===== src/hdl/flash_seq_cfg.svh =====
// Offsets, field positions, mode codes, keys and timing counts of the flash sequencer
`ifndef FLASH_SEQ_CFG_SVH
`define FLASH_SEQ_CFG_SVH

`define CLK_HZ              10000000
`define ERASE_T0_US         3200
`define WRITE_T0_US         2200
`define ERASE_T1_US         3700
`define WRITE_T1_US         3000
`define US_CYCLES(us)       (((us) * (`CLK_HZ / 1000000)))
`define UNLOCK_TIMEOUT_CYC  256

`define OFS_CTRL_MAIN       8'h00
`define OFS_CTRL_TIMING     8'h04
`define OFS_ADDR_LOW        8'h08
`define OFS_ADDR_HIGH       8'h0C
`define OFS_DATA_LOW        8'h10
`define OFS_DATA_HIGH       8'h14
`define OFS_KEY1_LOW        8'h18
`define OFS_KEY1_HIGH       8'h1C
`define OFS_KEY2_LOW        8'h20
`define OFS_KEY2_HIGH       8'h24
`define OFS_KEY3_LOW        8'h28
`define OFS_KEY3_HIGH       8'h2C
`define OFS_STATUS          8'h30

// Main control register fields
`define MAIN_MODE_LSB       4
`define MAIN_ENABLED_BIT    3
`define MAIN_TRIGGER_BIT    2
`define MAIN_ARM_BIT        7
// Timing register fields
`define TIM_SELECT_BIT      1
`define TIM_CLEAR_BIT       0

`define MODE_WRITE          3'h0
`define MODE_ERASE          3'h1
`define MODE_UNLOCK         3'h6

`define KEY1_LOW            8'h00
`define KEY2_LOW            8'h0D
`define KEY3_LOW            8'hC3
`define KEY1_HIGH           8'h04
`define KEY2_HIGH           8'h09
`define KEY3_HIGH           8'h40

`define PAGE_WORDS          64
`define RESP_OKAY           2'b00
`define RESP_SLVERR         2'b10

`endif


===== src/hdl/flash_seq_pkg.sv =====
// Types shared by the flash sequencer modules
package flash_seq_pkg;
    typedef enum logic [1:0] {
        SEQ_IDLE  = 2'b00,
        SEQ_BUSY  = 2'b01,
        SEQ_CLEAR = 2'b11
    } seq_state_t;

    typedef logic [14:0] flash_addr_t;
    typedef logic [15:0] flash_word_t;
endpackage


===== src/hdl/reg_write_if.sv =====
// Decoded register write strobe passed from the bus slave to the core
`timescale 1ns/100ps
interface reg_write_if;
    logic       wr_en;
    logic [7:0] wr_ofs;
    logic [7:0] wr_byte;
    modport source (output wr_en, output wr_ofs, output wr_byte);
    modport sink   (input wr_en, input wr_ofs, input wr_byte);
endinterface // reg_write_if


===== src/hdl/axil_reg_slave.sv =====
// AXI4-Lite slave that turns bus writes into register strobes and serves reads
`timescale 1ns/100ps
`include "flash_seq_cfg.svh"
module axil_reg_slave
    import flash_seq_pkg::*;
(
    input  wire logic        aclk,
    input  wire logic        aresetn,
    input  wire logic        awvalid,
    output logic             awready,
    input  wire logic [7:0]  awaddr,
    input  wire logic        wvalid,
    output logic             wready,
    input  wire logic [31:0] wdata,
    input  wire logic [3:0]  wstrb,
    output logic             bvalid,
    input  wire logic        bready,
    output logic [1:0]       bresp,
    input  wire logic        arvalid,
    output logic             arready,
    input  wire logic [7:0]  araddr,
    output logic             rvalid,
    input  wire logic        rready,
    output logic [31:0]      rdata,
    output logic [1:0]       rresp,
    output logic [7:0]       rd_ofs,
    input  wire logic [7:0]  rd_byte,
    input  wire logic        rd_hit,
    input  wire logic        stall,
    reg_write_if.source      wr
);
    logic       aw_held_q, aw_held_d, w_held_q, w_held_d;
    logic [7:0] aw_q, aw_d, wd_q, wd_d;
    logic       ws_q, ws_d;
    logic       bvalid_d, rvalid_d;
    logic [31:0] rdata_d;
    logic [1:0] bresp_d, rresp_d;
    logic       fire;

    function automatic logic ofs_mapped(input logic [7:0] a);
        ofs_mapped = (a[1:0] == 2'b00) && (a <= `OFS_STATUS);
    endfunction

    // Writes are held off while an erase or write runs, standing in for the halted processor
    always_comb begin
        aw_held_d = aw_held_q;
        w_held_d  = w_held_q;
        aw_d      = aw_q;
        wd_d      = wd_q;
        ws_d      = ws_q;
        bvalid_d  = bvalid;
        bresp_d   = bresp;
        fire      = aw_held_q && w_held_q && !bvalid && !stall;
        if (awvalid && awready) begin
            aw_held_d = 1'b1;
            aw_d      = awaddr;
        end
        if (wvalid && wready) begin
            w_held_d = 1'b1;
            wd_d     = wdata[7:0];
            ws_d     = wstrb[0];
        end
        if (fire) begin
            aw_held_d = 1'b0;
            w_held_d  = 1'b0;
            bvalid_d  = 1'b1;
            bresp_d   = ofs_mapped(aw_q) ? `RESP_OKAY : `RESP_SLVERR;
        end else if (bvalid && bready) begin
            bvalid_d = 1'b0;
        end
        rvalid_d = rvalid;
        rdata_d  = rdata;
        rresp_d  = rresp;
        if (arvalid && arready) begin
            rvalid_d = 1'b1;
            rdata_d  = {24'h00_0000, rd_byte};
            rresp_d  = rd_hit ? `RESP_OKAY : `RESP_SLVERR;
        end else if (rvalid && rready) begin
            rvalid_d = 1'b0;
        end
    end

    assign awready  = !aw_held_q && aresetn;
    assign wready   = !w_held_q && aresetn;
    assign arready  = !rvalid && !stall && aresetn;
    assign rd_ofs   = araddr;
    assign wr.wr_en   = fire && ws_q && ofs_mapped(aw_q);
    assign wr.wr_ofs  = aw_q;
    assign wr.wr_byte = wd_q;

    always_ff @(posedge aclk) begin
        if (!aresetn) begin
            aw_held_q <= 1'b0;
            w_held_q  <= 1'b0;
            aw_q      <= 8'h00;
            wd_q      <= 8'h00;
            ws_q      <= 1'b0;
            bvalid    <= 1'b0;
            bresp     <= 2'b00;
            rvalid    <= 1'b0;
            rdata     <= 32'h0000_0000;
            rresp     <= 2'b00;
        end else begin
            aw_held_q <= aw_held_d;
            w_held_q  <= w_held_d;
            aw_q      <= aw_d;
            wd_q      <= wd_d;
            ws_q      <= ws_d;
            bvalid    <= bvalid_d;
            bresp     <= bresp_d;
            rvalid    <= rvalid_d;
            rdata     <= rdata_d;
            rresp     <= rresp_d;
        end
    end
endmodule // axil_reg_slave


===== src/hdl/page_buffer.sv =====
// 64-word page write buffer with a single write port and a clear
`timescale 1ns/100ps
`include "flash_seq_cfg.svh"
module page_buffer
    import flash_seq_pkg::*;
(
    input  wire logic              aclk,
    input  wire logic              aresetn,
    input  wire logic              wr_en,
    input  wire logic [5:0]        wr_idx,
    input  wire flash_word_t       wr_word,
    input  wire logic              clear,
    input  wire logic [5:0]        rd_idx,
    output flash_word_t            rd_word
);
    flash_word_t mem_q [`PAGE_WORDS];
    flash_word_t mem_d [`PAGE_WORDS];

    // Clear returns every word to zero, the erased state of the array
    always_comb begin
        for (int i = 0; i < `PAGE_WORDS; i++) begin
            mem_d[i] = clear ? 16'h0000 : mem_q[i];
        end
        if (wr_en && !clear) begin
            mem_d[wr_idx] = wr_word;
        end
    end

    genvar g;
    generate
        for (g = 0; g < `PAGE_WORDS; g++) begin : g_word
            always_ff @(posedge aclk) begin
                if (!aresetn) begin
                    mem_q[g] <= 16'h0000;
                end else begin
                    mem_q[g] <= mem_d[g];
                end
            end
        end
    endgenerate

    assign rd_word = mem_q[rd_idx];
endmodule // page_buffer


===== src/hdl/flash_seq_top.sv =====
// Flash page erase/write sequencer: unlock, address tagging, page buffer and timed triggers
//
// Behaviour
// - A correct unlock sets the enabled flag; only then erase and write run.
// - In erase setup each high data write tags the address and increments it below the last word.
// - Address increment stops at the last word when the low six bits are all ones.
// - Mode 110 selects the unlock mode accepting the key sequence.
// - Arming in unlock mode starts a timeout timer for the key pattern.
// - Timer expiry clears the arm bit regardless of written keys.
// - Wrong key pattern leaves erase/write off; exact pattern enables it.
// - Software clearing the enabled flag disables erase/write at once.
// - A 64-word buffer maps onto the page chosen by address bits fourteen to six.
// - In write mode each low-then-high data write loads a word and advances the address up to the last word.
// - The buffer address saturates at the last page location.
// - Mode 001: buffer-clear empties the buffer, trigger erases the addressed page.
// - Mode 000 makes the trigger a page write.
// - Write trigger copies the buffer to flash; software polls the trigger low.
// - While an erase or write runs the processor is stalled.
// - The timing select bit chooses how long the trigger stays high.
// - High byte write loads the combined word; low byte write only stores.
// - Select zero: 3.2ms erase, 2.2ms write; one: 3.7ms erase, 3.0ms write.
// - Hardware clears the buffer-clear bit when clearing completes.
`timescale 1ns/100ps
`include "flash_seq_cfg.svh"
module flash_seq_top
    import flash_seq_pkg::*;
(
    input  wire logic        aclk,
    input  wire logic        aresetn,
    input  wire logic        awvalid,
    output logic             awready,
    input  wire logic [7:0]  awaddr,
    input  wire logic        wvalid,
    output logic             wready,
    input  wire logic [31:0] wdata,
    input  wire logic [3:0]  wstrb,
    output logic             bvalid,
    input  wire logic        bready,
    output logic [1:0]       bresp,
    input  wire logic        arvalid,
    output logic             arready,
    input  wire logic [7:0]  araddr,
    output logic             rvalid,
    input  wire logic        rready,
    output logic [31:0]      rdata,
    output logic [1:0]       rresp,
    output logic             cpu_stall,
    output logic             array_erase,
    output logic             array_write,
    output flash_addr_t      array_addr,
    output logic [63:0]      erase_tags,
    output flash_word_t      array_wdata
);
    localparam int ERASE0_CYC = `US_CYCLES(`ERASE_T0_US);
    localparam int WRITE0_CYC = `US_CYCLES(`WRITE_T0_US);
    localparam int ERASE1_CYC = `US_CYCLES(`ERASE_T1_US);
    localparam int WRITE1_CYC = `US_CYCLES(`WRITE_T1_US);

    reg_write_if wr ();

    logic [7:0]  rd_ofs, rd_byte;
    logic        rd_hit;
    logic [2:0]  mode_q, mode_d;
    logic        arm_q, arm_d, enabled_q, enabled_d;
    logic        trig_q, trig_d, tsel_q, tsel_d, clr_q, clr_d;
    flash_addr_t addr_q, addr_d;
    logic [7:0]  dlow_q, dlow_d;
    logic [7:0]  key_q [6];
    logic [7:0]  key_d [6];
    logic [63:0] tags_q, tags_d;
    logic [15:0] tmr_q, tmr_d;
    logic [8:0]  utmr_q, utmr_d;
    logic        op_erase_q, op_erase_d;
    logic [5:0]  widx_q, widx_d;
    seq_state_t  st_q, st_d;
    logic        buf_wr;
    flash_word_t buf_rd;
    logic        erase_pulse_d, write_pulse_d;
    flash_word_t wdata_d;
    logic        key_ok;

    axil_reg_slave u_slave (
        .aclk    (aclk),
        .aresetn (aresetn),
        .awvalid (awvalid),
        .awready (awready),
        .awaddr  (awaddr),
        .wvalid  (wvalid),
        .wready  (wready),
        .wdata   (wdata),
        .wstrb   (wstrb),
        .bvalid  (bvalid),
        .bready  (bready),
        .bresp   (bresp),
        .arvalid (arvalid),
        .arready (arready),
        .araddr  (araddr),
        .rvalid  (rvalid),
        .rready  (rready),
        .rdata   (rdata),
        .rresp   (rresp),
        .rd_ofs  (rd_ofs),
        .rd_byte (rd_byte),
        .rd_hit  (rd_hit),
        .stall   (cpu_stall),
        .wr      (wr.source)
    );

    page_buffer u_buf (
        .aclk    (aclk),
        .aresetn (aresetn),
        .wr_en   (buf_wr),
        .wr_idx  (addr_q[5:0]),
        .wr_word ({wr.wr_byte, dlow_q}),
        .clear   (st_q == SEQ_CLEAR),
        .rd_idx  (widx_q),
        .rd_word (buf_rd)
    );

    function automatic logic is_ofs(input logic [7:0] a, input logic [7:0] o);
        is_ofs = (a == o);
    endfunction

    assign key_ok = (key_q[0] == `KEY1_LOW) && (key_q[1] == `KEY1_HIGH) &&
                    (key_q[2] == `KEY2_LOW) && (key_q[3] == `KEY2_HIGH) &&
                    (key_q[4] == `KEY3_LOW) && (key_q[5] == `KEY3_HIGH);

    logic hi_wr;
    assign hi_wr  = wr.wr_en && is_ofs(wr.wr_ofs, `OFS_DATA_HIGH);
    assign buf_wr = hi_wr && (mode_q == `MODE_WRITE);

    // Read mux; reserved bits read as zero
    always_comb begin
        rd_hit  = 1'b1;
        rd_byte = 8'h00;
        unique case (rd_ofs)
            `OFS_CTRL_MAIN:   rd_byte = {arm_q, mode_q, enabled_q, trig_q, 2'b00};
            `OFS_CTRL_TIMING: rd_byte = {6'h00, tsel_q, clr_q};
            `OFS_ADDR_LOW:    rd_byte = addr_q[7:0];
            `OFS_ADDR_HIGH:   rd_byte = {1'b0, addr_q[14:8]};
            `OFS_DATA_LOW:    rd_byte = dlow_q;
            `OFS_DATA_HIGH:   rd_byte = 8'h00;
            `OFS_KEY1_LOW:    rd_byte = key_q[0];
            `OFS_KEY1_HIGH:   rd_byte = key_q[1];
            `OFS_KEY2_LOW:    rd_byte = key_q[2];
            `OFS_KEY2_HIGH:   rd_byte = key_q[3];
            `OFS_KEY3_LOW:    rd_byte = key_q[4];
            `OFS_KEY3_HIGH:   rd_byte = key_q[5];
            `OFS_STATUS:      rd_byte = {6'h00, cpu_stall, (st_q == SEQ_CLEAR)};
            default:          rd_hit  = 1'b0;
        endcase
    end

    always_comb begin
        mode_d        = mode_q;
        arm_d         = arm_q;
        enabled_d     = enabled_q;
        trig_d        = trig_q;
        tsel_d        = tsel_q;
        clr_d         = clr_q;
        addr_d        = addr_q;
        dlow_d        = dlow_q;
        key_d         = key_q;
        tags_d        = tags_q;
        tmr_d         = tmr_q;
        utmr_d        = utmr_q;
        op_erase_d    = op_erase_q;
        widx_d        = widx_q;
        st_d          = st_q;
        erase_pulse_d = 1'b0;
        write_pulse_d = 1'b0;
        wdata_d       = buf_rd;

        if (wr.wr_en) begin
            unique case (wr.wr_ofs)
                `OFS_CTRL_MAIN: begin
                    mode_d = wr.wr_byte[`MAIN_MODE_LSB +: 3];
                    // Clearing takes effect at once; setting is only by hardware
                    if (!wr.wr_byte[`MAIN_ENABLED_BIT]) begin
                        enabled_d = 1'b0;
                    end
                    if (wr.wr_byte[`MAIN_ARM_BIT] && !arm_q &&
                        wr.wr_byte[`MAIN_MODE_LSB +: 3] == `MODE_UNLOCK) begin
                        arm_d  = 1'b1;
                        utmr_d = 9'(`UNLOCK_TIMEOUT_CYC);
                    end
                    if (wr.wr_byte[`MAIN_TRIGGER_BIT] && st_q == SEQ_IDLE && enabled_q &&
                        (mode_q == `MODE_ERASE || mode_q == `MODE_WRITE)) begin
                        trig_d     = 1'b1;
                        op_erase_d = (mode_q == `MODE_ERASE);
                        tmr_d      = (mode_q == `MODE_ERASE) ?
                                     (tsel_q ? 16'(ERASE1_CYC) : 16'(ERASE0_CYC)) :
                                     (tsel_q ? 16'(WRITE1_CYC) : 16'(WRITE0_CYC));
                        widx_d     = 6'h00;
                        st_d       = SEQ_BUSY;
                    end
                end
                `OFS_CTRL_TIMING: begin
                    tsel_d = wr.wr_byte[`TIM_SELECT_BIT];
                    if (wr.wr_byte[`TIM_CLEAR_BIT] && st_q == SEQ_IDLE) begin
                        clr_d = 1'b1;
                        st_d  = SEQ_CLEAR;
                    end
                end
                `OFS_ADDR_LOW:  addr_d[7:0]  = wr.wr_byte;
                `OFS_ADDR_HIGH: addr_d[14:8] = wr.wr_byte[6:0];
                `OFS_DATA_LOW:  dlow_d = wr.wr_byte;
                `OFS_DATA_HIGH: begin
                    if (mode_q == `MODE_ERASE) begin
                        tags_d[addr_q[5:0]] = 1'b1;
                    end
                    if (addr_q[5:0] != 6'h3F) begin
                        addr_d = addr_q + 15'h0001;
                    end
                end
                default: begin
                    for (int k = 0; k < 6; k++) begin
                        if (wr.wr_ofs == 8'(`OFS_KEY1_LOW + 4 * k) && mode_q == `MODE_UNLOCK) begin
                            key_d[k] = wr.wr_byte;
                        end
                    end
                end
            endcase
        end

        // Unlock window: a matching pattern inside it enables, expiry disarms
        if (arm_q) begin
            if (key_ok) begin
                enabled_d = 1'b1;
                arm_d     = 1'b0;
                for (int k = 0; k < 6; k++) key_d[k] = 8'h00;
            end else if (utmr_q == 9'h000) begin
                arm_d = 1'b0;
            end else begin
                utmr_d = utmr_q - 9'h001;
            end
        end

        unique case (st_q)
            SEQ_IDLE: ;
            SEQ_CLEAR: begin
                clr_d  = 1'b0;
                st_d   = SEQ_IDLE;
            end
            SEQ_BUSY: begin
                if (op_erase_q) begin
                    erase_pulse_d = (tmr_q == 16'h0001);
                end else begin
                    write_pulse_d = !(widx_q == 6'h3F && array_addr[5:0] == 6'h3F);
                    if (widx_q != 6'h3F) widx_d = widx_q + 6'h01;
                end
                if (tmr_q == 16'h0001) begin
                    trig_d = 1'b0;
                    st_d   = SEQ_IDLE;
                    if (op_erase_q) tags_d = 64'h0;
                end else begin
                    tmr_d = tmr_q - 16'h0001;
                end
            end
        endcase
    end

    always_ff @(posedge aclk) begin
        if (!aresetn) begin
            mode_q <= 3'h0; arm_q <= 1'b0; enabled_q <= 1'b0; trig_q <= 1'b0;
            tsel_q <= 1'b0; clr_q <= 1'b0; addr_q <= 15'h0000; dlow_q <= 8'h00;
            for (int k = 0; k < 6; k++) key_q[k] <= 8'h00;
            tags_q <= 64'h0; tmr_q <= 16'h0000; utmr_q <= 9'h000;
            op_erase_q <= 1'b0; widx_q <= 6'h00; st_q <= SEQ_IDLE;
            cpu_stall <= 1'b0; array_erase <= 1'b0; array_write <= 1'b0;
            array_addr <= 15'h0000; erase_tags <= 64'h0; array_wdata <= 16'h0000;
        end else begin
            mode_q <= mode_d; arm_q <= arm_d; enabled_q <= enabled_d; trig_q <= trig_d;
            tsel_q <= tsel_d; clr_q <= clr_d; addr_q <= addr_d; dlow_q <= dlow_d;
            key_q <= key_d; tags_q <= tags_d; tmr_q <= tmr_d; utmr_q <= utmr_d;
            op_erase_q <= op_erase_d; widx_q <= widx_d; st_q <= st_d;
            cpu_stall   <= (st_d == SEQ_BUSY);
            array_erase <= erase_pulse_d;
            array_write <= write_pulse_d;
            array_addr  <= {addr_q[14:6], widx_q};
            erase_tags  <= tags_q;
            array_wdata <= wdata_d;
        end
    end

    // Trigger time is counted here, being far too long for a delay range
    logic [15:0] op_len_q;
    always_ff @(posedge aclk) op_len_q <= (!aresetn || !trig_q) ? 16'h0000 : op_len_q + 16'h0001;
    property p_trig_needs_enable;
        @(posedge aclk) disable iff (!aresetn) $rose(trig_q) |-> $past(enabled_q);
    endproperty
    a_trig_needs_enable: assert property (p_trig_needs_enable) else $error("trigger w/o enable");
    property p_stall_follows_trig;
        @(posedge aclk) disable iff (!aresetn) $rose(trig_q) |-> ##1 cpu_stall;
    endproperty
    a_stall_follows_trig: assert property (p_stall_follows_trig) else $error("no stall");
    property p_addr_saturates;
        @(posedge aclk) disable iff (!aresetn)
            (hi_wr && addr_q[5:0] == 6'h3F) |=> (addr_q[5:0] == 6'h3F);
    endproperty
    a_addr_saturates: assert property (p_addr_saturates) else $error("address wrapped");
    property p_addr_incr;
        @(posedge aclk) disable iff (!aresetn)
            (hi_wr && addr_q[5:0] != 6'h3F) |=> (addr_q == $past(addr_q) + 15'h0001);
    endproperty
    a_addr_incr: assert property (p_addr_incr) else $error("address not advanced");
    property p_clear_done;
        @(posedge aclk) disable iff (!aresetn) $rose(clr_q) |=> !clr_q;
    endproperty
    a_clear_done: assert property (p_clear_done) else $error("clear stuck");

    property p_unlock_enable;
        @(posedge aclk) disable iff (!aresetn) (arm_q && key_ok) |=> enabled_q;
    endproperty
    a_unlock_enable: assert property (p_unlock_enable) else $error("unlock lost");

    property p_enable_cause;
        @(posedge aclk) disable iff (!aresetn) $rose(enabled_q) |-> $past(arm_q && key_ok);
    endproperty
    a_enable_cause: assert property (p_enable_cause) else $error("enable w/o key");

    property p_arm_timeout;
        @(posedge aclk) disable iff (!aresetn) (arm_q && utmr_q == 9'h000 && !key_ok) |=> !arm_q;
    endproperty
    a_arm_timeout: assert property (p_arm_timeout) else $error("arm not cleared");
    property p_op_len;
        @(posedge aclk) disable iff (!aresetn)
            $fell(trig_q) |-> op_len_q == (op_erase_q ? (tsel_q ? 16'(ERASE1_CYC) : 16'(ERASE0_CYC))
                : (tsel_q ? 16'(WRITE1_CYC) : 16'(WRITE0_CYC)));
    endproperty
    a_op_len: assert property (p_op_len) else $error("operation time wrong");
endmodule // flash_seq_top


===== config.mk =====
export PLATFORM = sky130hd
export DESIGN_NAME = flash_seq_top
export DESIGN_NICKNAME = d
export VERILOG_FILES = /design/src/hdl/flash_seq_pkg.sv /design/src/hdl/reg_write_if.sv /design/src/hdl/axil_reg_slave.sv /design/src/hdl/page_buffer.sv /design/src/hdl/flash_seq_top.sv
export VERILOG_INCLUDE_DIRS = /design/src /design/src/hdl
export SDC_FILE = /design/constraint.sdc
export NUM_CORES = 2
export LEC_CHECK = 0
export BUFFER_PORTS_ARGS = -buffer_cell sky130_fd_sc_hd__buf_2
export CAP_MARGIN = 10
export CORE_MARGIN = 4
export CORE_UTILIZATION = 60
export CTS_CLUSTER_DIAMETER = 60
export DETAILED_ROUTE_END_ITERATION = 10
export PLACE_DENSITY = 0.77
export SETUP_SLACK_MARGIN = 0.3
export SYNTH_ARGS = -nofsm -noshare
export SYNTH_HDL_FRONTEND = slang
export SYNTH_HIERARCHICAL = 1
export SYNTH_SLANG_ARGS = --single-unit
export TNS_END_PERCENT = 50

===== constraint.sdc =====
create_clock -name aclk -period 4 [get_ports aclk]
set_input_delay 0.2 -clock aclk [delete_from_list [all_inputs] [get_ports aclk]]
set_output_delay 0.2 -clock aclk [all_outputs]
set_load 0.02 [all_outputs]

==> results.yml <==
finish:
  area_growth_syn_to_layout_pct: 12.03
  final_nets: 5702
  n_fill_cell: 7209
  drive_above_1_share_pct: 27.01
global_route:
  antenna_found_initial: 6
  grt_pass1_wl_um: 294700
  grt_util_all_layers_pct: 36.78
  grt_pass1_vias: 47355
  grt_start_max_net_pins: 206
  overflow: 0
detailed_routing:
  drc: 0
  vias_per_cell: 7.002
  drt_pass1_iterations: 8
  wire_per_inst_um: 27.88
  vias: 49210
  drtIter0Drc: 6799
  ant_nets: 0
  routed_wl_um: 195900
worst_setup_path:
  worst_setup_path_end_kind: "flip-flop"
  path_class: "reg -> reg"
  cpLargestDelayFamily: "simple AND/OR/NAND/NOR gates"
  path_buf_inv: 1
  crit_slowest_cell: "nor2_1"
  max_stage_delay_ns: 1.05
  path_cells: "and3b_1 > buf_4 > nand2_1 > nor2_1 > o221a_2"
  required_ns: 4.68
  critPathLaunchType: "flip-flop"
  cp_max_fo: 19
  worstPathArrival_ns: 4.32
yosys:
  syn_area_um2: 59120
  syn_avg_cell_area_um2: 10.35
  yosysSeqAreaShare_pct: 45.04
  synth_ff_type: "dfxtp_1"
  yosysWarnings: 6
  syn_inst: 5710
  ys_types: 93
  synth-edff-count: 0
  ys_seq_elements: 1330
  synth_async_sr_flop_share_pct: 0
pwr:
  ir_drop_mv: 0.3963
  p_per_area_nw_per_um2: 420.3
  p_leak_nw: 23.61
place:
  io_buffers: 144
  globalplace.congestion: 0.9601
  hpwl_um: 120600
  place_ws_ns: 0.2994
floorplan:
  start_util_pct: 60.77
  rows: 114
  die_h_um: 321.9
  core-area_um2: 97280
  die_w_um: 321.9
  io_pins: 198
  dieArea_um2: 103600
sta:
  fmax_ghz: 0.2747
  fin_crit_sh_pct: 91.00
  rsz0062_at_grt: "yes"
  setup_viol: 0
  drv_slew: 0
  slew_headroom_pct: 16.54
  clock_skew_ns: 0.02968
  worstMarginPinSlew_ns: 1.247
  fin_crit_ns: 3.640
  fin_ws_ns: 0.3599
  final.setup.tns_ns: 0
  finalHoldViolations: 0
clock_tree:
  cts_sinks: 1330
  htreeDepth: 4
  cts_buffers: 142
  worstSkewPairLatency_ns: 0.76
  clock-root-buffer: "clkbuf_16"
  clock_path_buffers: 3
  cts_tree: "built"
  clk_pin_slew_worst_paths_ns: 0.06
worst_hold_path:
  hold_path.class: "in -> reg"
job:
  max-cap-violations: 0
run_status:
  status: "complete, no violations"
[worst paths after layout]
path,start,endpoint,slack (ns),cells past startpoint
setup reg to reg,addr_q[5]$_SDFFE_PN0P_,u_buf/mem_q[42][11]$_SDFF_PN0_,0.36,5
hold / removal,araddr[4],u_slave/rresp[1]$_SDFFE_PN0P_,0.08,4
hold reg to reg,tags_q[31]$_SDFF_PN0_,erase_tags[31]$_SDFF_PN0_,0.45,1
setup / recovery,addr_q[5]$_SDFFE_PN0P_,u_buf/mem_q[42][11]$_SDFF_PN0_,0.36,5
[report_power, final]
group | switching, W | internal, W | leakage (nW) | total [W]
Combinational | 0.000438 | 0.000207 | 10.5 | 0.000645
Sequential | 0.0000501 | 0.0133 | 10.7 | 0.0133
Clock | 0.00567 | 0.00821 | 2.42 | 0.0139
[sequential cells by signal, summed over array words and instances, names as in the netlist, 15 cells and up]
name,cells
u_buf/mem_q,1024
array_addr,15
erase_tags,64
tags_q,64
key_q,48
tmr_q,16
array_wdata,16
addr_q,15
[synthesized netlist by cell type, types with 86 or more instances]
cell	count	area share [%]
mux2i_1	110	1.9
nand3_1	205	1.7
buf_4	86	1.1
nor2_1	232	1.5
dfxtp_1	1330	45
clkbuf_1	403	2.6
a21boi_0	165	2.1
and2_1	103	1.1
o221a_2	530	10
mux4_2	245	9.3
buf_2	159	1.3
nand2_1	324	2.1
a21oi_1	456	3.9
nor3b_1	301	3.8
nor2b_1	326	3.4
[timing repair]
action                                 4_1_cts  5_1_grt
endpoints found under the hold margin       37        0
hold buffers                                44        0
pin swaps                                    0        1
setup endpoints to repair                   16      109
resized for setup                            1        3
buffers inserted                             0        2
[metal layers]
layer  global-route usage (%)  vias to the layer above  routed length [um]  share of wire, %
li1                         -                    21160                   -                 -
met3                    9.790                      693               23360                12
met4                    21.27                        2               12550               6.4
met5                        0                        -                  13            0.0066
met1                    48.40                    24208               74440                38
met2                    54.90                     3147               85570                44
[worst reg2reg max path: stages (launching register included)]
cell,delay (ns)
dfxtp_1,0.99
and3b_1,0.45
buf_4,0.28
nand2_1,0.42
nor2_1,1.05
o221a_2,0.38
[placed cells by master, fill, tap and decap left out, types with 29 or more instances in the layout]
cell type and count:
nand3_1 205, and2_1 101, buf_2 143, o22ai_1 29, nand2_1 320, mux2i_1 110
o211ai_1 42, buf_12 32, nand4_1 70, dfxtp_1 1310, o221a_2 530, dlygate4sd3_1 44
mux4_2 245, nor3b_1 301, clkbuf_16 146, o21ai_0 46, nor3_1 30, nor2b_1 324
a21oi_1 456, buf_4 222, a21boi_0 165, a22oi_1 77, nor2_1 231
[layout make-up]
cell class,instances,area (um2),share of cell area [%]
antenna,5,12.51,0.01889
inverter,26,102.6,0.1549
tap,1276,1597,2.411
sequential,1330,26660,40.25
timing repair buffer,444,3501,5.286
clock buffer,195,4098,6.187
clock inverter,63,852.1,1.287
multi-input combinational,3689,29410,44.41
[logic make-up after synthesis]
logic type	synth area share [%]
muxes	11.23
adders and majority gates	0.2116
DFF	45.04
AOI/OAI and AO/OA	20.16
buffers and inverters	5.571
other	0.006343
and+or+nand+nor	17.77
[metrics by stage]
stage | hold slack [ns] | power (W) | utilization, % | instances | cell area, um2
floorplan | 0.2990 | 0.01399 | - | 5735 | 59210
global placement | 0.3837 | 0.01418 | 62.46 | 6717 | 60760
detailed placement | 0.3908 | 0.01418 | 62.46 | 6717 | 60760
CTS | 0.03228 | 0.02787 | 68.01 | 7019 | 66160
global route | 0.09539 | 0.02848 | 68.07 | 7024 | 66220
finish | 0.07509 | 0.02783 | 68.08 | 7028 | 66230
No activity file was read; power rests on OpenSTA's default activity.
